<file path="config.mk">
export PLATFORM = sky130hd
export DESIGN_NAME = acc_top
export DESIGN_NICKNAME = d
export VERILOG_FILES = /design/src/include/acc_pkg.sv /design/src/hdl/acc_coef_mem.sv /design/src/hdl/acc_top.sv
export VERILOG_INCLUDE_DIRS = /design/src /design/src/include
export SDC_FILE = /design/constraint.sdc
export NUM_CORES = 2
export LEC_CHECK = 0
export ABC_AREA = 1
export BUFFER_PORTS_ARGS = -buffer_cell sky130_fd_sc_hd__buf_2
export CORE_ASPECT_RATIO = 1.5
export CORE_UTILIZATION = 44
export CTS_CLUSTER_SIZE = 24
export DETAILED_ROUTE_END_ITERATION = 8
export GPL_ROUTABILITY_DRIVEN = 0
export PLACE_DENSITY = 0.6
export SYNTH_ARGS = -nofsm -noshare
export SYNTH_HDL_FRONTEND = slang
export SYNTH_SLANG_ARGS = --single-unit
</file>
<file path="constraint.sdc">
create_clock -name clk -period 8.8 [get_ports clk]
set_clock_uncertainty 0.15 [all_clocks]
set_input_delay 1.32 -clock clk [delete_from_list [all_inputs] [get_ports clk]]
set_output_delay 1.32 -clock clk [all_outputs]
set_load 0.03 [all_outputs]
</file>
<file path="src/include/acc_map.svh">
`ifndef ACC_MAP_SVH
`define ACC_MAP_SVH

// ----------------------------------------
// register addresses
// ----------------------------------------
`define ACC_ADDR_STATUS 6'h00
`define ACC_ADDR_CONTROL 6'h01
`define ACC_ADDR_DATA 6'h02
`define ACC_ADDR_IO_CONTROL 6'h03
`define ACC_ADDR_ERROR_EN 6'h04
`define ACC_ADDR_ERROR 6'h05
`define ACC_COEF_PAGE 2'h1

// ----------------------------------------
// fields, codes and reset values
// ----------------------------------------
`define ACC_CTL_BIPOLAR 4
`define ACC_CTL_SETUP_LSB 5
`define ACC_STS_PENDING 7
`define ACC_STS_BUSY 6
`define ACC_MODE_IDLE 4'h4
`define ACC_MODE_SEQ_IDLE_SYNC 4'h9
`define ACC_MODE_SEQ_STBY_SYNC 4'ha
`define ACC_MODE_INT_OFFSET 4'h5
`define ACC_MODE_INT_GAIN 4'h6
`define ACC_MODE_SYS_OFFSET 4'h7
`define ACC_MODE_SYS_GAIN 4'h8
`define ACC_GAIN_UNITY 3'h0
`define ACC_OFFSET_RESET 16'h8000
`define ACC_GAIN_RESET 16'h5555
`define ACC_MID_CODE 18'sh08000
`define ACC_GAIN_NUM 32'h1fffe000

// ----------------------------------------
// timing counts
// ----------------------------------------
`define ACC_IGAIN_CONVS 3'h4
`define ACC_CAL_CONVS 3'h1
`define ACC_DIV_STEPS 6'h20

`endif

</file>
<file path="src/include/acc_pkg.sv">
package acc_pkg;
    typedef enum logic [2:0] {
        ST_IDLE,
        ST_CAL,
        ST_DIV,
        ST_PP1,
        ST_PP2
    } acc_state_t;
endpackage

</file>
<file path="src/hdl/acc_coef_mem.sv">
`timescale 1ns/1ps
`include "acc_map.svh"
module acc_coef_mem #(
    parameter int SETUPS = 8,
    parameter int IW = 3
) (
    // clock and reset
    input wire logic clk,
    input wire logic rstn,
    // write port
    input wire logic we,
    input wire logic wr_gain,
    input wire logic [IW-1:0] wr_idx,
    input wire logic [15:0] wr_data,
    // host read port
    input wire logic [IW-1:0] rd_idx,
    input wire logic rd_gain,
    output logic [15:0] rd_data,
    // active setup port
    input wire logic [IW-1:0] act_idx,
    output logic [15:0] act_offset,
    output logic [15:0] act_gain
);
    typedef struct packed {
        logic [SETUPS-1:0][15:0] off;
        logic [SETUPS-1:0][15:0] gain;
        logic [15:0] rd;
        logic [15:0] a_off;
        logic [15:0] a_gain;
    } acc_mem_t;

    acc_mem_t mem_ff;
    acc_mem_t nxt_mem;

    // write, plus registered reads of both ports taken from the contents before that write
    always_comb begin
        nxt_mem = mem_ff;
        if (we) begin
            if (wr_gain) begin
                nxt_mem.gain[wr_idx] = wr_data;
            end else begin
                nxt_mem.off[wr_idx] = wr_data;
            end
        end
        nxt_mem.rd = rd_gain ? mem_ff.gain[rd_idx] : mem_ff.off[rd_idx];
        nxt_mem.a_off = mem_ff.off[act_idx];
        nxt_mem.a_gain = mem_ff.gain[act_idx];
    end

    always_ff @(posedge clk or negedge rstn) begin
        if (!rstn) begin
            mem_ff.off <= {SETUPS{`ACC_OFFSET_RESET}};
            mem_ff.gain <= {SETUPS{`ACC_GAIN_RESET}};
            mem_ff.rd <= 16'h0000;
            mem_ff.a_off <= `ACC_OFFSET_RESET;
            mem_ff.a_gain <= `ACC_GAIN_RESET;
        end else begin
            mem_ff <= nxt_mem;
        end
    end

    assign rd_data = mem_ff.rd;
    assign act_offset = mem_ff.a_off;
    assign act_gain = mem_ff.a_gain;
endmodule // acc_coef_mem

</file>
<file path="src/hdl/acc_top.sv">
`timescale 1ns/1ps
`include "acc_map.svh"
module acc_top (
    // clock and reset
    input wire logic clk,
    input wire logic rstn,
    // serial port
    input wire logic sclk,
    input wire logic cs_n,
    input wire logic mosi,
    output logic miso,
    output logic miso_oe,
    // strobe pin
    input wire logic sync_n,
    // converter core
    input wire logic conv_done,
    input wire logic [15:0] raw_code,
    input wire logic conv_fault,
    input wire logic [2:0] amplifier_gain_field,
    input wire logic amplifier_bypass,
    // control outputs
    output logic data_ready_n,
    output logic modulator_reset,
    output logic fifo_clear,
    output logic exit_idle,
    output logic exit_standby,
    output logic route_full_scale,
    output logic short_inputs
);
    // ----------------------------------------
    // state
    // ----------------------------------------
    typedef struct packed {
        logic [1:0] sclk_s;
        logic sclk_d;
        logic [1:0] cs_s;
        logic [1:0] mosi_s;
        logic [1:0] sync_s;
        logic sync_d;
        logic [4:0] bit_cnt;
        logic [15:0] sh;
        logic [7:0] cmd;
        logic [1:0] ld;
        logic [15:0] tx;
        logic miso;
        logic oe;
        logic [3:0] mode;
        logic bipolar;
        logic [2:0] setup;
        logic fifo_flush_on_strobe;
        logic err_en;
        logic err_flag;
        logic result_pending_flag;
        logic drdy_n;
        logic drdy_hold;
        acc_pkg::acc_state_t st;
        logic [2:0] conv_cnt;
        logic [15:0] raw;
        logic [34:0] prod;
        logic [17:0] rem;
        logic [31:0] quo;
        logic [17:0] divisor;
        logic [5:0] div_cnt;
        logic we;
        logic wr_gain;
        logic [2:0] wr_idx;
        logic [15:0] wr_data;
        logic [15:0] data;
        logic mod_rst;
        logic fifo_clr;
        logic exit_idle;
        logic exit_stby;
        logic route_fs;
        logic short_in;
    } acc_core_t;

    acc_core_t cur_ff;
    acc_core_t nxt_cur;
    logic [15:0] host_rd;
    logic [15:0] act_off;
    logic [15:0] act_gain;

    // ----------------------------------------
    // helpers
    // ----------------------------------------
    function automatic logic is_coef(input logic [5:0] a);
        is_coef = (a[5:4] == `ACC_COEF_PAGE);
    endfunction

    function automatic logic is_cal(input logic [3:0] m);
        is_cal = (m == `ACC_MODE_INT_OFFSET) || (m == `ACC_MODE_INT_GAIN) ||
                 (m == `ACC_MODE_SYS_OFFSET) || (m == `ACC_MODE_SYS_GAIN);
    endfunction

    function automatic logic [15:0] clamp16(input logic signed [34:0] v);
        if (v < 0) begin
            clamp16 = 16'h0000;
        end else if (v > 35'sh0ffff) begin
            clamp16 = 16'hffff;
        end else begin
            clamp16 = v[15:0];
        end
    endfunction

    // coefficient store; host port addressed from the latched command
    acc_coef_mem #(
        .SETUPS(8),
        .IW(3)
    ) u_mem (
        .clk(clk),
        .rstn(rstn),
        .we(cur_ff.we),
        .wr_gain(cur_ff.wr_gain),
        .wr_idx(cur_ff.wr_idx),
        .wr_data(cur_ff.wr_data),
        .rd_idx(cur_ff.cmd[2:0]),
        .rd_gain(cur_ff.cmd[3]),
        .rd_data(host_rd),
        .act_idx(cur_ff.setup),
        .act_offset(act_off),
        .act_gain(act_gain)
    );

    // ----------------------------------------
    // next state
    // ----------------------------------------
    always_comb begin
        logic rise;
        logic fall;
        logic sync_rise;
        logic [15:0] wd;
        logic [15:0] rv;
        logic [17:0] t;
        logic [2:0] need;
        logic signed [17:0] diff;
        logic signed [34:0] scaled;
        rise = 1'b0;
        fall = 1'b0;
        sync_rise = 1'b0;
        wd = 16'h0000;
        rv = 16'h0000;
        t = 18'h00000;
        need = `ACC_CAL_CONVS;
        diff = 18'sh00000;
        scaled = 35'sh0;
        nxt_cur = cur_ff;
        nxt_cur.we = 1'b0;
        // calibration results land in the active setup; host writes override below
        nxt_cur.wr_idx = cur_ff.setup;
        nxt_cur.exit_idle = 1'b0;
        nxt_cur.exit_stby = 1'b0;

        // pin synchronisers; only the second stage is looked at
        nxt_cur.sclk_s = {cur_ff.sclk_s[0], sclk};
        nxt_cur.cs_s = {cur_ff.cs_s[0], cs_n};
        nxt_cur.mosi_s = {cur_ff.mosi_s[0], mosi};
        nxt_cur.sync_s = {cur_ff.sync_s[0], sync_n};
        nxt_cur.sclk_d = cur_ff.sclk_s[1];
        nxt_cur.sync_d = cur_ff.sync_s[1];
        rise = cur_ff.sclk_s[1] & ~cur_ff.sclk_d;
        fall = ~cur_ff.sclk_s[1] & cur_ff.sclk_d;
        sync_rise = cur_ff.sync_s[1] & ~cur_ff.sync_d;

        // corrected raw code, shared by scaling and gain calibration
        diff = $signed({{2{cur_ff.raw[15]}}, cur_ff.raw}) -
               ($signed({2'b00, act_off}) - `ACC_MID_CODE);

        // read value for the latched command
        if (is_coef(cur_ff.cmd[5:0])) begin
            rv = (cur_ff.st == acc_pkg::ST_IDLE) ? host_rd : 16'h0000;
        end else begin
            unique case (cur_ff.cmd[5:0])
                `ACC_ADDR_STATUS: begin
                    rv[`ACC_STS_PENDING] = cur_ff.result_pending_flag;
                    rv[`ACC_STS_BUSY] = (cur_ff.st == acc_pkg::ST_CAL) ||
                                        (cur_ff.st == acc_pkg::ST_DIV);
                end
                `ACC_ADDR_CONTROL: begin
                    rv[3:0] = cur_ff.mode;
                    rv[`ACC_CTL_BIPOLAR] = cur_ff.bipolar;
                    rv[`ACC_CTL_SETUP_LSB +: 3] = cur_ff.setup;
                end
                `ACC_ADDR_DATA: rv = cur_ff.data;
                `ACC_ADDR_IO_CONTROL: rv[0] = cur_ff.fifo_flush_on_strobe;
                `ACC_ADDR_ERROR_EN: rv[0] = cur_ff.err_en;
                `ACC_ADDR_ERROR: rv[0] = cur_ff.err_flag;
                default: rv = 16'h0000;
            endcase
        end

        // serial frame: command byte then one data word
        nxt_cur.ld = {cur_ff.ld[0], 1'b0};
        if (cur_ff.ld[1]) begin
            nxt_cur.tx = rv;
        end
        if (cur_ff.cs_s[1]) begin
            nxt_cur.bit_cnt = 5'h00;
            nxt_cur.oe = 1'b0;
        end else if (rise) begin
            nxt_cur.sh = {cur_ff.sh[14:0], cur_ff.mosi_s[1]};
            nxt_cur.bit_cnt = cur_ff.bit_cnt + 5'h01;
            if (cur_ff.bit_cnt == 5'h07) begin
                nxt_cur.cmd = {cur_ff.sh[6:0], cur_ff.mosi_s[1]};
                nxt_cur.ld = {cur_ff.ld[0], cur_ff.sh[5]};
                if (cur_ff.sh[5] && ({cur_ff.sh[4:0], cur_ff.mosi_s[1]} == `ACC_ADDR_DATA)) begin
                    nxt_cur.drdy_n = 1'b1;
                end
            end
            if ((cur_ff.bit_cnt == 5'h17) && !cur_ff.cmd[6]) begin
                wd = {cur_ff.sh[14:0], cur_ff.mosi_s[1]};
                if (is_coef(cur_ff.cmd[5:0])) begin
                    if (cur_ff.st == acc_pkg::ST_IDLE) begin
                        nxt_cur.we = 1'b1;
                        nxt_cur.wr_gain = cur_ff.cmd[3];
                        nxt_cur.wr_idx = cur_ff.cmd[2:0];
                        nxt_cur.wr_data = wd;
                    end
                end else begin
                    unique case (cur_ff.cmd[5:0])
                        `ACC_ADDR_CONTROL: begin
                            if (cur_ff.st == acc_pkg::ST_IDLE) begin
                                nxt_cur.bipolar = wd[`ACC_CTL_BIPOLAR];
                                nxt_cur.setup = wd[`ACC_CTL_SETUP_LSB +: 3];
                                nxt_cur.mode = wd[3:0];
                                if ((wd[3:0] == `ACC_MODE_INT_GAIN) && !amplifier_bypass &&
                                    (amplifier_gain_field == `ACC_GAIN_UNITY)) begin
                                    nxt_cur.mode = `ACC_MODE_IDLE;
                                end else if (is_cal(wd[3:0])) begin
                                    nxt_cur.st = acc_pkg::ST_CAL;
                                    nxt_cur.conv_cnt = 3'h0;
                                    nxt_cur.drdy_n = 1'b1;
                                    nxt_cur.drdy_hold = 1'b0;
                                    nxt_cur.result_pending_flag = 1'b1;
                                end
                            end
                        end
                        `ACC_ADDR_IO_CONTROL: nxt_cur.fifo_flush_on_strobe = wd[0];
                        `ACC_ADDR_ERROR_EN: nxt_cur.err_en = wd[0];
                        `ACC_ADDR_ERROR: begin
                            if (wd[0]) begin
                                nxt_cur.err_flag = 1'b0;
                            end
                        end
                        default: ;
                    endcase
                end
            end
        end else if (fall && (cur_ff.bit_cnt >= 5'h08) && cur_ff.cmd[6]) begin
            nxt_cur.miso = cur_ff.tx[15];
            nxt_cur.tx = {cur_ff.tx[14:0], 1'b0};
            nxt_cur.oe = 1'b1;
        end

        // calibration sequencing and post-processing
        unique case (cur_ff.st)
            acc_pkg::ST_IDLE: begin
                if (conv_done) begin
                    nxt_cur.raw = raw_code;
                    nxt_cur.st = acc_pkg::ST_PP1;
                end
            end
            acc_pkg::ST_CAL: begin
                if (cur_ff.err_en && conv_fault) begin
                    nxt_cur.err_flag = 1'b1;
                end
                need = (cur_ff.mode == `ACC_MODE_INT_GAIN) ? `ACC_IGAIN_CONVS : `ACC_CAL_CONVS;
                if (conv_done) begin
                    nxt_cur.raw = raw_code;
                    nxt_cur.conv_cnt = cur_ff.conv_cnt + 3'h1;
                    if (cur_ff.conv_cnt + 3'h1 == need) begin
                        if ((cur_ff.mode == `ACC_MODE_INT_GAIN) ||
                            (cur_ff.mode == `ACC_MODE_SYS_GAIN)) begin
                            nxt_cur.st = acc_pkg::ST_DIV;
                            nxt_cur.div_cnt = 6'h00;
                        end else begin
                            nxt_cur.we = 1'b1;
                            nxt_cur.wr_gain = 1'b0;
                            nxt_cur.wr_data = raw_code + `ACC_OFFSET_RESET;
                            nxt_cur.st = acc_pkg::ST_IDLE;
                        end
                    end
                end
            end
            acc_pkg::ST_DIV: begin
                // restoring divide: nominal full scale over corrected code
                if (cur_ff.div_cnt == 6'h00) begin
                    nxt_cur.divisor = diff;
                    nxt_cur.rem = 18'h00000;
                    nxt_cur.quo = `ACC_GAIN_NUM;
                    nxt_cur.div_cnt = 6'h01;
                    if (diff <= 0) begin
                        nxt_cur.we = 1'b1;
                        nxt_cur.wr_gain = 1'b1;
                        nxt_cur.wr_data = 16'hffff;
                        nxt_cur.st = acc_pkg::ST_IDLE;
                    end
                end else if (cur_ff.div_cnt <= `ACC_DIV_STEPS) begin
                    t = {cur_ff.rem[16:0], cur_ff.quo[31]};
                    if (t >= cur_ff.divisor) begin
                        nxt_cur.rem = t - cur_ff.divisor;
                        nxt_cur.quo = {cur_ff.quo[30:0], 1'b1};
                    end else begin
                        nxt_cur.rem = t;
                        nxt_cur.quo = {cur_ff.quo[30:0], 1'b0};
                    end
                    nxt_cur.div_cnt = cur_ff.div_cnt + 6'h01;
                end else begin
                    nxt_cur.we = 1'b1;
                    nxt_cur.wr_gain = 1'b1;
                    nxt_cur.wr_data = (|cur_ff.quo[31:16]) ? 16'hffff : cur_ff.quo[15:0];
                    nxt_cur.st = acc_pkg::ST_IDLE;
                end
            end
            acc_pkg::ST_PP1: begin
                nxt_cur.prod = 35'(diff * $signed({1'b0, act_gain}));
                nxt_cur.st = acc_pkg::ST_PP2;
            end
            acc_pkg::ST_PP2: begin
                if (cur_ff.bipolar) begin
                    scaled = ($signed(cur_ff.prod) >>> 14) + 35'sh08000;
                end else begin
                    scaled = $signed(cur_ff.prod) >>> 13;
                end
                nxt_cur.data = clamp16(scaled);
                nxt_cur.drdy_n = 1'b0;
                nxt_cur.result_pending_flag = 1'b0;
                nxt_cur.st = acc_pkg::ST_IDLE;
            end
        endcase

        // calibration end: clear flag, return idle, hold ready
        if ((cur_ff.st != acc_pkg::ST_IDLE) && (nxt_cur.st == acc_pkg::ST_IDLE) &&
            (cur_ff.st != acc_pkg::ST_PP2)) begin
            nxt_cur.result_pending_flag = 1'b0;
            nxt_cur.mode = `ACC_MODE_IDLE;
            nxt_cur.drdy_hold = 1'b1;
        end
        // after calibration, ready falls only with select low
        if (cur_ff.drdy_hold && !cur_ff.cs_s[1]) begin
            nxt_cur.drdy_n = 1'b0;
            nxt_cur.drdy_hold = 1'b0;
        end

        nxt_cur.route_fs = (nxt_cur.st == acc_pkg::ST_CAL) &&
                           (nxt_cur.mode == `ACC_MODE_INT_GAIN);
        nxt_cur.short_in = (nxt_cur.st == acc_pkg::ST_CAL) &&
                           (nxt_cur.mode == `ACC_MODE_INT_OFFSET);

        // strobe pin low flushes fifo when fifo_flush_on_strobe is set, otherwise holds modulator
        nxt_cur.fifo_clr = cur_ff.fifo_flush_on_strobe & ~cur_ff.sync_s[1];
        nxt_cur.mod_rst = ~cur_ff.fifo_flush_on_strobe & ~cur_ff.sync_s[1];
        if (!cur_ff.fifo_flush_on_strobe && !cur_ff.sync_s[1]) begin
            nxt_cur.drdy_n = 1'b1;
            nxt_cur.drdy_hold = 1'b0;
        end
        // strobe rising edge wakes the sequencer
        if (sync_rise) begin
            nxt_cur.exit_idle = (cur_ff.mode == `ACC_MODE_SEQ_IDLE_SYNC);
            nxt_cur.exit_stby = (cur_ff.mode == `ACC_MODE_SEQ_STBY_SYNC);
        end
    end

    // ----------------------------------------
    // registers
    // ----------------------------------------
    always_ff @(posedge clk or negedge rstn) begin
        if (!rstn) begin
            cur_ff <= '0;
            cur_ff.sclk_s <= 2'h3;
            cur_ff.sclk_d <= 1'b1;
            cur_ff.cs_s <= 2'h3;
            cur_ff.sync_s <= 2'h3;
            cur_ff.sync_d <= 1'b1;
            cur_ff.mode <= `ACC_MODE_IDLE;
            cur_ff.drdy_n <= 1'b1;
            cur_ff.result_pending_flag <= 1'b1;
            cur_ff.st <= acc_pkg::ST_IDLE;
        end else begin
            cur_ff <= nxt_cur;
        end
    end

    // outputs straight from the state register
    assign miso = cur_ff.miso;
    assign miso_oe = cur_ff.oe;
    assign data_ready_n = cur_ff.drdy_n;
    assign modulator_reset = cur_ff.mod_rst;
    assign fifo_clear = cur_ff.fifo_clr;
    assign exit_idle = cur_ff.exit_idle;
    assign exit_standby = cur_ff.exit_stby;
    assign route_full_scale = cur_ff.route_fs;
    assign short_inputs = cur_ff.short_in;
endmodule // acc_top

</file>
Word level (Yosys, flattened, before mapping)
Index checks and enable logic that the tools add are counted.

operators by class
  add/subtract/negate cells = 8
  $mul = 1
  divide/modulo/power cells = 0
  order comparisons = 10
  equality and inequality tests = 39
  shift-type cells = 0
  mux-type cells = 94
  bitwise operators = 14
  reductions and logical operators = 63

operators with widths
  operator                                                          number
  2-to-1 mux 16 bit                                                 19
  bitwise mux 128 bit                                               2
  binary-select mux 16 bit (select 3 bit)                           4
  2-to-1 mux 49 bit                                                 3
  2-to-1 mux 21 bit                                                 5
  2-to-1 mux 20 bit                                                 4
  2-to-1 mux 35 bit                                                 2
  case mux 16 bit (2 select lines)                                  2
  demux 16 bit (select 3 bit)                                       1
  2-to-1 mux 8 bit                                                  6
  2-to-1 mux 18 bit                                                 2
  2-to-1 mux 9 bit                                                  4
  greater-than comparator 35 x 17 -> 1 bit (second input constant)  1
  < comparator 35 x 1 -> 1 bit (second input constant)              1
  multiplier 18 x 17 -> 35 bit                                      1
  2-to-1 mux 31 bit                                                 1
  == test 4 x 3 -> 1 bit (second input constant)                    6
  nonzero test 4 bit                                                6
  adder 21 x 17 -> 22 bit (second input constant)                   1
  2-to-1 mux 22 bit                                                 1
  2-to-1 mux 3 bit                                                  7
  2-to-1 mux 19 bit                                                 1
  == test 6 x 2 -> 1 bit (second input constant)                    3
  >= comparator 18 bit                                              1
  other kinds (53)                                                  145

word-level totals
  register bits after elaboration = 550
  bits in latches = 0
  RAM bits = 0
  memory bits (read-only) = 0
  output and inout bits = 9
  logic and storage cells = 289
  memories = 0

Depth between registers and ports, before layout
  depth after elaboration = 21
  depth in mapped cells = 38
  depth with buffers taken out = 37

By module
From an unflattened synthesis, not the netlist that was laid out.

second synthesis, totals
  cells, all modules = 5,144
  area, all modules = 39,676.8 sq um

by module, submodules not included
  module        times used  cells each  area an instance (sq um)
  acc_top       1           2,897       23,404.9
  acc_coef_mem  1           2,247       16,271.9

Least setup slack after synthesis
OpenSTA, ideal clock, no wires.

  kind = flip-flop to flip-flop
  start = register cur_ff[161] in the netlist's numbering
  end = register cur_ff[145] in the netlist's numbering
  library setup time = 132 ps
  arrival = 6,915 ps
  data required time = 8,518 ps
  slack = 1,603 ps
  cell stages (with the launch flop) = 33
  cell sequence = dfrtp_1 ha_1 nand2_2 inv_2 nand2_1 nand2_1 a21oi_1 nand3_1 nand2_1 inv_1 clkbuf_1 nor2_1 inv_1 fa_1 inv_1 fa_1 clkbuf_1 inv_1 fa_1 fa_1 fa_1 fa_1 inv_1 ha_1 nand2_1 nor2_1 inv_1 nor2_1 a211oi_1 nand2_1 or2_2 nand3_1 o21ai_0

between the ends
  longest elaborated chain between the ends = 2

RTL lines
  what                          line            RTL
  start: declaration            acc_top.sv:77   acc_core_t cur_ff;
  start signal: assignment      acc_top.sv:379  cur_ff <= nxt_cur;
  subtractor 16 x 17 -> 18 bit  acc_top.sv:165  diff = $signed({{2{cur_ff.raw[15]}}, cur_ff.raw}) -
  multiplier 18 x 17 -> 35 bit  acc_top.sv:315  nxt_cur.prod = 35'(diff * $signed({1'b0, act_gain}));

No other way between the ends.
A chain may end at the register's enable or synchronous reset.

Worst setup path in the final report
  start = register cur_ff[160] in the netlist's numbering
  end = register cur_ff[147] in the netlist's numbering

Same word-level chain as after synthesis.

==> reports/qor.yml <==
ios: 37
critPathMaxFanout: 11
cts_max_level: 2
syn_inst: 4670
slowest_delay_ps: 820
drv_slew: 0
core_um2: 85070
synth-seq-cells: 535
ys.flop_type: "dfrtp_1"
hold_viol: 0
postCtsResizedCells: 0
yosys.area.top_type: "dfrtp_1"
vias_per_cell: 5.575
end_kind: "register"
start_util_pct: 44.51
grt_max_degree: 169
ys_top_cells_by_count: "nand2_1, inv_1, o21ai_0, dfrtp_1, nor2_1"
max_slew_margin_pct: 24.62
r2r_cells: 28
async_reset_ff_share_pct: 100.0
grt_pass1_wl_um: 189700
synth_nets: 5113
antenna_found_initial: 6
tightestPinTransition_ps: 1130
fin_nets: 5022
setup_violations: 0
die_w_um: 241.5
fp.dieH_um: 361.3
synth_top_area_share_pct: 29.28
worst_ep_arrival_time_ps: 8450
wirelength_um: 123300
cts_tree: "done"
clk_latency_ps: 660
clock_path_buffers: 3
maxCapViolations: 0
ys_seq_area_share_pct: 35.67
start_kind: "register"
grt-ovfl-total: 0
drc: 0
fin_crit_ps: 8093
tns_ps: 0
hpwlAfterDp_um: 87650
period_share_pct: 91.97
grt_use_total_pct: 28.57
fmax_mhz: 123.6
ys_types: 59
drt_iter0_drc: 2594
critPathKind: "reg2reg"
synthTopCellsByArea: "dfrtp_1, fa_1, nand2_1"
grt_pass1_vias: 32465
clkTransAtPathRegs_ps: 70
syn_area_per_cell_um2: 8.107
cts_root_buffer: "clkbuf_16"
worstPathRequired_ps: 9150
synth.most_common_cell: "nand2_1"
critPathSlowestCell: "fa_1"
rows: 131
firstDrtPassIters: 7
outcome: "completed"
yosys_warnings: 0
min_path_type: "reg2reg"
holdPathStages: 0
vias: 32098
design.die.area_um2: 87250
clock-sinks: 535
ant_nets: 0
holdBufCountCts: 0
cts_made_buffers: 54
netlist_area_um2: 37860
layout-drive-gt1-share_pct: 8.173
synthToLayoutAreaGrowth_pct: 8.146
routedWlPerCell_um: 21.41
synth_enable_flop_cells: 0
port_buffers: 36
cts_setup_buffers: 0
rsz0062_at_grt: "no"
## final cells by class
class	count	area [um^2]
fillers	8316	44120
multi-input cells	3096	20490
flip-flops and latches	535	13510
inverters	801	3007
clock buffers	78	1501
well taps	1130	1414
repair buffers	91	615.6
clock inverters	24	397.9
diodes	2	5.005
## per-stage QoR
| stage | worst slack, ps | area, um^2 | cells | util (%) | hold slack [ps] |
|---|---|---|---|---|---|
| floorplan | 1603 | 37860 | 4670 | - | 181.2 |
| global placement | 931.8 | 39040 | 5653 | 45.89 | 184.6 |
| detailed placement | 815.3 | 39040 | 5653 | 45.89 | 195.1 |
| CTS | 774.4 | 40940 | 5755 | 48.13 | 206.0 |
| global route | 145.9 | 40940 | 5756 | 48.13 | 206.8 |
| finish | 706.7 | 40940 | 5757 | 48.13 | 202.0 |
## final timing paths
check / from / end / slack [ps]
worst max-delay path: cur_ff[160]$_DFFE_PN0P_ / cur_ff[147]$_DFFE_PN0N_ / 710
worst max register to register: cur_ff[160]$_DFFE_PN0P_ / cur_ff[147]$_DFFE_PN0N_ / 710
worst min register to register: cur_ff[238]$_DFF_PN1_ / cur_ff[239]$_DFF_PN1_ / 200
max in group asynchronous: rstn / cur_ff[98]$_DFFE_PN0P_ / 6460
worst min-delay path: cur_ff[238]$_DFF_PN1_ / cur_ff[239]$_DFF_PN1_ / 200
min in group asynchronous: rstn / cur_ff[235]$_DFFE_PN0P_ / 530
## layout by cell type (no fill, tap or decap), types with 35 or more instances in the layout
master and instances:
nand2_1 958, clkbuf_16 54, buf_4 54, buf_2 35, o21ai_0 575, fa_1 287
dfrtp_1 441, a22oi_1 72, o22ai_1 59, nand3_1 116, dfstp_2 92, o211ai_1 42
a31oi_1 59, inv_1 776, a21oi_1 165, nor2_1 321, ha_1 128
## critical path: cells and delay by family, from the launching register on
| family | cells | cell delay [ps] |
|---|---|---|
| adder cells (fa/ha/maj) | 8 | 4200 |
| AND/OR/NAND/NOR | 10 | 1540 |
| AO/OA/AOI/OAI | 5 | 1090 |
| buffers and inverters | 5 | 590 |
| flip-flops | 1 | 380 |
## logic make-up after synthesis
family / after synthesis / share of synthesized area, %
XOR/XNOR: 39 / 0.9022
AO/OA/AOI/OAI: 1105 / 16.85
AND/OR/NAND/NOR: 1520 / 16.33
flip-flops: 535 / 35.67
buffers and inverters: 1039 / 10.34
multiplexers: 17 / 0.5056
adder cells (fa/ha/maj): 415 / 19.41
## routing by layer
| metal | GRT usage [%] | share of wire, % |
|---|---|---|
| met5 | 0 | 0.021 |
| met4 | 21.56 | 8.2 |
| met3 | 3.360 | 5.5 |
| met2 | 49.95 | 50 |
| met1 | 31.86 | 36 |
## state kept, by name (all words and copies together), names as in the netlist, 16 cells and up
name and count:
cur_ff 222, u_mem.rd_data 16, u_mem.mem_ff 256, u_mem.act_offset 16
u_mem.act_gain 16
Power is left out: the tool's default activity adds up to more than one toggle a clock period on the data nets, which glitch-free logic cannot reach.
